File: config.mk
export PLATFORM = sky130hd
export DESIGN_NAME = watchdog_timeout_unit
export DESIGN_NICKNAME = d
export VERILOG_FILES = /design/src/rtl/timeout_unit_pkg.sv /design/src/rtl/watchdog_timeout_unit.sv /design/src/rtl/count_tick_prescaler.sv /design/src/rtl/event_status_bank.sv
export VERILOG_INCLUDE_DIRS = /design/src /design/src/rtl
export SDC_FILE = /design/constraint.sdc
export NUM_CORES = 1
export LEC_CHECK = 0
export ABC_AREA = 0
export BUFFER_PORTS_ARGS = -buffer_cell sky130_fd_sc_hd__buf_4
export CORE_MARGIN = 2
export CORE_UTILIZATION = 40
export CTS_BUF_LIST = sky130_fd_sc_hd__clkbuf_8
export CTS_CLUSTER_SIZE = 16
export DETAILED_ROUTE_END_ITERATION = 10
export PLACE_DENSITY_LB_ADDON = 0.25
export SYNTH_ARGS = -nofsm -noshare
export SYNTH_HDL_FRONTEND = slang
export SYNTH_HIERARCHICAL = 1
export SYNTH_SLANG_ARGS = --single-unit
File: constraint.sdc
create_clock -name clock_in -period 9.6 [get_ports clock_in]
set_input_delay 2.88 -clock clock_in [delete_from_list [all_inputs] [get_ports clock_in]]
set_output_delay 2.88 -clock clock_in [all_outputs]
set_load 0.01 [all_outputs]
File: src/rtl/timeout_unit_consts.svh
// offsets, field positions, reset values and counts of the timeout unit
// assumes byte addresses on an 8-bit register address, 32-bit data words
`ifndef TIMEOUT_UNIT_CONSTS_SVH
`define TIMEOUT_UNIT_CONSTS_SVH

`define OFS_CONFIG 8'h00
`define OFS_CLKSEL 8'h04
`define OFS_CONSTANT 8'h08
`define OFS_FEED 8'h0C
`define OFS_EVT_STATUS 8'h10
`define OFS_EVT_CLEAR 8'h14
`define OFS_EVT_ENABLE 8'h18

`define CFG_ENABLE_BIT 0
`define CFG_INTMODE_BIT 1
`define CFG_FLAG_BIT 2

`define FEED_PATTERN 16'h55AA
`define CONSTANT_RESET 8'hFF
`define PRESCALE_DIV 128
`define PRESCALE_MAX 7'h7F
`define RESET_PULSE_CYCLES 4'h8
`define EVT_COUNT 2
`define EVT_TIMEOUT_BIT 0
`define EVT_FEED_BIT 1

`endif

File: src/rtl/timeout_unit_pkg.sv
// types shared by the timeout unit modules
// assumes the constants header sits beside it
package timeout_unit_pkg;

  // one register access request, as the master drives it
  typedef struct packed {
    logic [7:0] addr;
    logic [31:0] wdata;
    logic wr;
    logic rd;
  } reg_req_type;

  // count clock source codes
  typedef enum logic [1:0] {
    SRC_FAST_OSC = 2'h0,
    SRC_BUS_CLOCK = 2'h1,
    SRC_SLOW_OSC = 2'h2,
    SRC_SLOW_XTAL = 2'h3
  } count_clock_select_type;

endpackage : timeout_unit_pkg

File: src/rtl/watchdog_timeout_unit.sv
// watchdog timeout unit: register port, 8-bit countdown, reset or interrupt on timeout
// assumes one clock, a master that never overlaps read and write strobes,
// and a system that feeds cpu_reset_out back into sys_rst_in
//
// Contract
// - the count source is divided by a fixed 128 and each divided tick steps an 8-bit counter.
// - the counter drops by one per tick and the shortest timeout is 128 source periods.
// - while enabled, a missed reload ends in a processor reset or an interrupt.
// - setting the enable bit loads the timeout constant and starts the countdown.
// - writing 0x55AA to the feed register reloads the counter and cancels the pending timeout.
// - in reset mode an underflow raises a processor reset equal to an external one.
// - register access runs on the bus clock while counting runs on the selected count clock; here both run on clock_in, and source edges only enable the divider.
// - the count clock is one of fast oscillator, slow oscillator, slow crystal or bus clock.
// - a system clock enable can shut register access off to save power.
// - a timeout can happen whenever the unit is enabled and its count source runs.
// - with interrupt mode clear a timeout resets the chip and clears the flag, else interrupts.
// - the 8-bit constant gives a reload count of value plus one and resets to 0xFF.
// - the flag is set by an interrupt timeout and cleared by software writing zero.
`timescale 1ns/1ns
`include "timeout_unit_consts.svh"
module watchdog_timeout_unit
  import timeout_unit_pkg::*;
(
  input wire logic clock_in,
  input wire logic sys_rst_in,
  input wire reg_req_type reg_req_in,
  input wire logic bus_clock_enable_in,
  input wire logic internal_fast_osc_in,
  input wire logic internal_slow_osc_in,
  input wire logic external_slow_crystal_in,
  output logic [31:0] rd_data_out,
  output logic irq_out,
  output logic cpu_reset_out
);

  logic timeout_unit_enable_q;
  logic timeout_interrupt_mode_q;
  logic timeout_event_flag_q;
  count_clock_select_type count_clock_select_q;
  logic [7:0] timeout_constant_q;
  logic [7:0] count_q;
  logic [`EVT_COUNT-1:0] evt_enable_q;
  logic [`EVT_COUNT-1:0] evt_status;
  logic [`EVT_COUNT-1:0] evt_clear;
  logic [`EVT_COUNT-1:0] evt_set;
  logic evt_pending;
  logic [3:0] reset_hold_q;
  logic [31:0] rd_data_d;
  logic acc_wr;
  logic acc_rd;
  logic cfg_wr;
  logic enable_load;
  logic feed_ok;
  logic reload;
  logic tick;
  logic timeout;

  // gated register clock: no write lands and reads answer zero
  assign acc_wr = reg_req_in.wr && bus_clock_enable_in;
  assign acc_rd = reg_req_in.rd && bus_clock_enable_in;
  assign cfg_wr = acc_wr && (reg_req_in.addr == `OFS_CONFIG);

  // only a rising enable loads; rewriting an enabled config keeps the count
  assign enable_load = cfg_wr && reg_req_in.wdata[`CFG_ENABLE_BIT] && !timeout_unit_enable_q;

  // any other low half-word written to the feed offset is ignored
  assign feed_ok = acc_wr && (reg_req_in.addr == `OFS_FEED)
                   && (reg_req_in.wdata[15:0] == `FEED_PATTERN);
  assign reload = enable_load || (feed_ok && timeout_unit_enable_q);

  // tick generation; single clock domain, so bus writes reach it with no crossing
  count_tick_prescaler u_prescaler (
    .clock_in(clock_in),
    .sys_rst_in(sys_rst_in),
    .count_clock_select_in(count_clock_select_q),
    .internal_fast_osc_in(internal_fast_osc_in),
    .internal_slow_osc_in(internal_slow_osc_in),
    .external_slow_crystal_in(external_slow_crystal_in),
    .run_in(timeout_unit_enable_q),
    .restart_in(reload),
    .tick_out(tick)
  );

  // a feed in the same cycle as the last tick wins and prevents the timeout
  assign timeout = timeout_unit_enable_q && tick && (count_q == 8'h00) && !reload;

  // configuration register; enable and mode are plain storage
  always_ff @(posedge clock_in or posedge sys_rst_in)
  begin
    if (sys_rst_in)
    begin
      timeout_unit_enable_q <= 1'b0;
      timeout_interrupt_mode_q <= 1'b0;
    end
    else if (cfg_wr)
    begin
      timeout_unit_enable_q <= reg_req_in.wdata[`CFG_ENABLE_BIT];
      timeout_interrupt_mode_q <= reg_req_in.wdata[`CFG_INTMODE_BIT];
    end
  end

  // flag: interrupt timeout sets it and wins over a clearing write
  // a reset-mode timeout clears it, since the chip is about to restart
  always_ff @(posedge clock_in or posedge sys_rst_in)
  begin
    if (sys_rst_in)
      timeout_event_flag_q <= 1'b0;
    else if (timeout && timeout_interrupt_mode_q)
      timeout_event_flag_q <= 1'b1;
    else if (timeout)
      timeout_event_flag_q <= 1'b0;
    else if (cfg_wr && !reg_req_in.wdata[`CFG_FLAG_BIT])
      timeout_event_flag_q <= 1'b0;
  end

  // source select and constant; constant resets to its longest value
  always_ff @(posedge clock_in or posedge sys_rst_in)
  begin
    if (sys_rst_in)
    begin
      count_clock_select_q <= SRC_FAST_OSC;
      timeout_constant_q <= `CONSTANT_RESET;
      evt_enable_q <= '0;
    end
    else if (acc_wr)
    begin
      if (reg_req_in.addr == `OFS_CLKSEL)
        count_clock_select_q <= count_clock_select_type'(reg_req_in.wdata[1:0]);
      if (reg_req_in.addr == `OFS_CONSTANT)
        timeout_constant_q <= reg_req_in.wdata[7:0];
      if (reg_req_in.addr == `OFS_EVT_ENABLE)
        evt_enable_q <= reg_req_in.wdata[`EVT_COUNT-1:0];
    end
  end

  // down-counter: holds the constant, underflow from zero gives value+1 ticks
  always_ff @(posedge clock_in or posedge sys_rst_in)
  begin
    if (sys_rst_in)
      count_q <= `CONSTANT_RESET;
    else if (reload)
      count_q <= timeout_constant_q;
    else if (timeout)
      count_q <= timeout_constant_q;
    else if (timeout_unit_enable_q && tick)
      count_q <= count_q - 8'h01;
  end

  // reset pulse held several cycles so the whole system sees it like a pin reset
  always_ff @(posedge clock_in or posedge sys_rst_in)
  begin
    if (sys_rst_in)
      reset_hold_q <= 4'h0;
    else if (timeout && !timeout_interrupt_mode_q)
      reset_hold_q <= `RESET_PULSE_CYCLES;
    else if (reset_hold_q != 4'h0)
      reset_hold_q <= reset_hold_q - 4'h1;
  end

  always_ff @(posedge clock_in or posedge sys_rst_in)
  begin
    if (sys_rst_in)
      cpu_reset_out <= 1'b0;
    else
      cpu_reset_out <= (timeout && !timeout_interrupt_mode_q) || (reset_hold_q > 4'h1);
  end

  // sticky event bits: timeout and accepted feed
  assign evt_set = {feed_ok, timeout};
  assign evt_clear = (acc_wr && reg_req_in.addr == `OFS_EVT_CLEAR) ?
                     reg_req_in.wdata[`EVT_COUNT-1:0] : '0;

  event_status_bank u_events (
    .clock_in(clock_in),
    .sys_rst_in(sys_rst_in),
    .event_in(evt_set),
    .clear_in(evt_clear),
    .enable_in(evt_enable_q),
    .status_out(evt_status),
    .pending_out(evt_pending)
  );

  // interrupt: the mode flag path or any enabled sticky event
  always_ff @(posedge clock_in or posedge sys_rst_in)
  begin
    if (sys_rst_in)
      irq_out <= 1'b0;
    else
      irq_out <= (timeout_event_flag_q && timeout_interrupt_mode_q) || evt_pending;
  end

  // read mux; the feed and clear registers are write-only and read zero
  always_comb
  begin
    rd_data_d = 32'h0000_0000;
    if (acc_rd)
    begin
      unique case (reg_req_in.addr)
        `OFS_CONFIG: rd_data_d[2:0] = {timeout_event_flag_q, timeout_interrupt_mode_q,
                                        timeout_unit_enable_q};
        `OFS_CLKSEL: rd_data_d[1:0] = count_clock_select_q;
        `OFS_CONSTANT: rd_data_d[7:0] = timeout_constant_q;
        `OFS_EVT_STATUS: rd_data_d[`EVT_COUNT-1:0] = evt_status;
        `OFS_EVT_ENABLE: rd_data_d[`EVT_COUNT-1:0] = evt_enable_q;
        default: rd_data_d = 32'h0000_0000;
      endcase
    end
  end

  // read data stand only in the cycle after the strobe
  always_ff @(posedge clock_in or posedge sys_rst_in)
  begin
    if (sys_rst_in)
      rd_data_out <= 32'h0000_0000;
    else
      rd_data_out <= rd_data_d;
  end
endmodule : watchdog_timeout_unit

File: src/rtl/count_tick_prescaler.sv
// source select and fixed divide-by-128 of the count clock into one-cycle ticks
// assumes oscillator levels are synchronous to clock_in and slower than half its rate
`timescale 1ns/1ns
`include "timeout_unit_consts.svh"
module count_tick_prescaler
  import timeout_unit_pkg::*;
(
  input wire logic clock_in,
  input wire logic sys_rst_in,
  input wire count_clock_select_type count_clock_select_in,
  input wire logic internal_fast_osc_in,
  input wire logic internal_slow_osc_in,
  input wire logic external_slow_crystal_in,
  input wire logic run_in,
  input wire logic restart_in,
  output logic tick_out
);

  logic [2:0] osc_prev_q;
  logic [2:0] osc_now;
  logic [2:0] osc_rise;
  logic src_edge;
  logic [6:0] div_q;

  assign osc_now = {external_slow_crystal_in, internal_slow_osc_in, internal_fast_osc_in};

  // one edge detector per oscillator input
  genvar g;
  generate
    for (g = 0; g < 3; g++)
    begin : g_edge
      always_ff @(posedge clock_in or posedge sys_rst_in)
      begin
        if (sys_rst_in)
          osc_prev_q[g] <= 1'b0;
        else
          osc_prev_q[g] <= osc_now[g];
      end
      assign osc_rise[g] = osc_now[g] & ~osc_prev_q[g];
    end
  endgenerate

  // four-way source choice; bus clock gives an edge every cycle
  always_comb
  begin
    unique case (count_clock_select_in)
      SRC_FAST_OSC: src_edge = osc_rise[0];
      SRC_BUS_CLOCK: src_edge = 1'b1;
      SRC_SLOW_OSC: src_edge = osc_rise[1];
      SRC_SLOW_XTAL: src_edge = osc_rise[2];
    endcase
  end

  // restart aligns the first tick a full 128 source edges after a reload
  always_ff @(posedge clock_in or posedge sys_rst_in)
  begin
    if (sys_rst_in)
      div_q <= 7'h00;
    else if (restart_in || !run_in)
      div_q <= 7'h00;
    else if (src_edge)
      div_q <= div_q + 7'h01;
  end

  assign tick_out = run_in && !restart_in && src_edge && (div_q == `PRESCALE_MAX);
endmodule : count_tick_prescaler

File: src/rtl/event_status_bank.sv
// sticky event bits with write-one clear, an enable mask and a level interrupt
// assumes event pulses and clear writes come from the same clock
`timescale 1ns/1ns
`include "timeout_unit_consts.svh"
module event_status_bank
(
  input wire logic clock_in,
  input wire logic sys_rst_in,
  input wire logic [`EVT_COUNT-1:0] event_in,
  input wire logic [`EVT_COUNT-1:0] clear_in,
  input wire logic [`EVT_COUNT-1:0] enable_in,
  output logic [`EVT_COUNT-1:0] status_out,
  output logic pending_out
);

  // set wins over a clear in the same cycle, so no event is lost
  genvar g;
  generate
    for (g = 0; g < `EVT_COUNT; g++)
    begin : g_bit
      always_ff @(posedge clock_in or posedge sys_rst_in)
      begin
        if (sys_rst_in)
          status_out[g] <= 1'b0;
        else if (event_in[g])
          status_out[g] <= 1'b1;
        else if (clear_in[g])
          status_out[g] <= 1'b0;
      end
    end
  endgenerate

  assign pending_out = |(status_out & enable_in);
endmodule : event_status_bank

==> summary.txt <==
clk sinks - 49
RSZ-0062 raised after global routing - no
Hold-fix buffers, CTS - 0
area of the core - 7253 um^2
fraction of synthesized cell area in xor and xnor cells - 0.2935%
Final Total Pwr - 0.0004425 W
total length of routed wires - 6334 um
count of input and output buffers - 41
cell area after synthesis - 2984 um^2
peak supply drop - 0.00005968 V
remaining design rule violation count - 0
antenna viol nets, final - 0
global-route wire length before repair - 10650 um
cell with the largest stage delay on the worst path - sky130_fd_sc_hd__a221oi_2
all-layer global routing usage - 16.11%
cell chain of the critical path - buf_4 > nand4bb_1 > or4b_4 > o31ai_4 > nor2b_1 > nand2_1 > nor2b_1 > and4b_1 > and4_1 > a221oi_2 > nor4b_1 > a211o_1
CTS clock-pin slew for the worst setup and hold paths - 0.09 ns
multiplexer fraction of the synthesized cell area - 11.74%
Most common cell on crit path - sky130_fd_sc_hd__nor2b_1
distinct cell type count after synthesis - 60
total number of nets in the final design - 379
width of the die - 90.37 um
number of search-and-repair iterations in the first detailed-routing pass - 4
power per cell area - 130.5 nW/um^2
Max clock buf depth - 2
routability congestion estimate from global placement - 0.8279
vias after detailed routing - 2126
fin area - 3392 um^2
worst-margin pin slew - 1.236 ns
shortest period the worst path allows - 6.018 ns
initial antenna violation count - 0
layout cells sized above 1 - 29.36%
Top Ports - 82
global route overflow - 0
clock power share - 33.7%
worst hold slack - 0.4994 ns
arrival time reported for the critical path endpoint - 6.26 ns
final antenna diode count - 0
adder and majority cell fraction of the synthesized area - 2.096%
Crit Path Max Fanout - 14
number of cells produced by synthesis - 286
Worst R2R Start - timeout_unit_enable_q
number of core rows - 31
internal cell power - 0.0003262 W
Final Skew - 0.01043 ns
area after detailed placement - 3277 um^2
master cell of the clock root buffer - sky130_fd_sc_hd__clkbuf_8
family with the most delay on the worst path - simple AND/OR/NAND/NOR gates
Min-Delay Path Depth - 2
Worst-Skew Late Latency - 0.30 ns
hold path startpoint - count_q[4]
post-detail-place hpwl - 4753 um
status - finished clean
post_cts resized - 0
CP endpoint kind - flip-flop
maximum number of pins on one net before global-route repair - 34
Yosys warning total - 6
most frequent standard cell in the layout excluding fill and tap cells - sky130_fd_sc_hd__buf_4
Register-to-Register Setup Slack - 5.90 ns
number of vias per cell after detailed routing - 4.991
Slew HR - 17.59%
number of violations of the max-capacitance limit - 0
die area - 8167 um^2
synthesized-area fraction occupied by and/or/nand/nor cells - 22.14%
leading register cell type out of synthesis - sky130_fd_sc_hd__dfrtp_1
layout overhead on the synthesized area - 13.67%
Sw Ratio - 26.29%
Post-synth EDFFs - 0
reg-to-reg endpoint - count_q[0]
number of standard cells in the final layout excluding fillers - 426
effective utilization at floorplan - 41.14%
largest family of logic cells by synthesized area - simple AND/OR/NAND/NOR gates
crit path kind - in -> reg
most used cells in the layout excluding fill and tap cells - sky130_fd_sc_hd__buf_4, sky130_fd_sc_hd__dfrtp_1, sky130_fd_sc_hd__conb_1
cell count after placement - 418
height of the die - 90.37 um
Seq pwr share - 51.8%
synthesized area per cell - 10.43 um^2
Fin Setup TNS - 0 ns
max-slew violation total from the final report - 0
vias in the first global route - 2138
delay of the slowest cell on the worst path - 0.90 ns
startpoint types - input port
Pleak - 1.616 nW
Worst Path Required - 9.85 ns
Async S/R FF share, synth - 100.0%
sink of the worst hold path - count_q[4]
synthesized flop and latch total - 49
CP Buf/Inv Count - 1
crit share post-route - 62.69%
post-DR wirelength/cell - 14.87 um
setup-violating endpoint count in the final report - 0
CTS tree - built
fmax - 0.1662 GHz
classification of the worst-slack hold path - reg -> reg
TritonCTS Buffers - 5
number of buffers inserted by post-CTS setup repair - 0
final hold violations - 0
net switching power of the design - 0.0001163 W
power share of the combinational group - 14.6%
area fraction in compound gates after synthesis - 11.28%
fraction of the yosys area taken by sequential cells - 41.76%
number of DRC markers in iteration 0 - 99
number of cell instances on the worst register-to-register path - 10
total number of H-tree levels - 2
cells in the mapped netlist, types with 3 or more instances:
cell type	count	area [um^2]
sky130_fd_sc_hd__ha_1	5	62.56
sky130_fd_sc_hd__a21oi_2	4	35.03
sky130_fd_sc_hd__nand2b_1	8	50.05
sky130_fd_sc_hd__o21ai_0	3	15.01
sky130_fd_sc_hd__dfrtp_1	33	825.8
sky130_fd_sc_hd__nor4bb_1	4	40.04
sky130_fd_sc_hd__inv_1	22	82.58
sky130_fd_sc_hd__mux2_2	14	157.7
sky130_fd_sc_hd__a31oi_1	3	18.77
sky130_fd_sc_hd__nor3b_1	3	22.52
sky130_fd_sc_hd__and3_1	5	31.28
sky130_fd_sc_hd__a211oi_1	5	37.54
sky130_fd_sc_hd__nor3_1	8	40.04
sky130_fd_sc_hd__nand3_1	7	35.03
sky130_fd_sc_hd__mux2i_1	14	140.1
sky130_fd_sc_hd__and2_1	5	31.28
sky130_fd_sc_hd__and4_1	3	26.28
sky130_fd_sc_hd__dfstp_2	16	420.4
sky130_fd_sc_hd__buf_4	25	187.7
sky130_fd_sc_hd__a21oi_1	3	15.01
sky130_fd_sc_hd__nor2_1	16	60.06
sky130_fd_sc_hd__nand2_1	14	52.55
sky130_fd_sc_hd__a21o_1	3	22.52
sky130_fd_sc_hd__nand4_1	3	18.77
sky130_fd_sc_hd__nor2b_1	7	43.79
sky130_fd_sc_hd__o22ai_1	6	37.54
how the worst max path moves through the flow:
stage                    from         end  slack [ns]  cells after the start
4_1_cts        reg_req_in[38]  count_q[0]        3.54                     12
5_1_grt         reg_req_in[4]  count_q[4]        3.24                     12
6_report       reg_req_in[38]  count_q[0]        3.58                     12
3_3_place_gp    reg_req_in[4]  count_q[0]        3.27                     12
3_5_place_dp   reg_req_in[38]  count_q[0]        3.26                     12
2_1_floorplan  reg_req_in[38]  count_q[6]        3.98                     14
layout make-up:
| class | instances | area (um^2) |
|---|---|---|
| fillers | 700 | 3861 |
| multi-input cells | 206 | 1509 |
| flip-flops and latches | 49 | 1246 |
| repair buffers | 42 | 315.3 |
| well taps | 99 | 123.9 |
| inverters | 22 | 82.58 |
| clock buffers | 5 | 68.82 |
| clock inverters | 3 | 46.29 |
worst register-to-register path: cells and delay by family (launching register included):
| kind | cells | cell delay, ns |
|---|---|---|
| compound gates | 3 | 1.32 |
| flops | 1 | 0.61 |
| simple gates | 7 | 1.71 |
flip-flops by register name (all words and copies together), names as in the netlist:
| signal | flops |
|---|---|
| timeout_event_flag_q | 1 |
| timeout_unit_enable_q | 1 |
| evt_enable_q | 2 |
| cpu_reset_out | 1 |
| timeout_interrupt_mode_q | 1 |
| u_events/status_out | 2 |
| u_prescaler/osc_prev_q | 3 |
| timeout_constant_q | 8 |
| irq_out | 1 |
| count_clock_select_q | 2 |
| u_prescaler/div_q | 7 |
| reset_hold_q | 4 |
| rd_data_out | 8 |
| count_q | 8 |
logic make-up (layout without fill, tap and decap cells):
logic type                 after synthesis  count (layout)
adders and majority gates                5               5
muxes                                   30              30
buffers and inverters                   54              72
other                                    1              24
and+or+nand+nor                        106             106
xor gates and xnor gates                 1               1
DFF                                     49              49
AOI/OAI and AO/OA                       40              40
metrics by stage:
stage,util (%),setup slack [ns]
5_1_grt,46.77,3.243
2_1_floorplan,-,3.976
3_5_place_dp,45.18,3.263
4_1_cts,46.77,3.539
6_report,46.77,3.582
3_3_place_gp,45.18,3.274
power groups by stage:
stage                     Sequential (W)  Clock (W)  Combinational (W)
after global routing            0.000230   0.000165          0.0000722
after CTS                       0.000229   0.000153          0.0000646
final                           0.000229   0.000149          0.0000645
after global placement          0.000232          0          0.0000631
after detailed placement        0.000232          0          0.0000643
after floorplan                 0.000230          0          0.0000500
metal layers:
metal	vias to the layer above	GRT usage (%)	share of wire, %	wire length [um]
met2	49	25.44	46	2939
met5	-	0	0	0
met1	1016	22.47	48	3070
li1	1052	-	-	-
met3	9	3.255	3.8	240
met4	0	4.744	1.3	83
No activity file was read; power rests on OpenSTA's default activity.
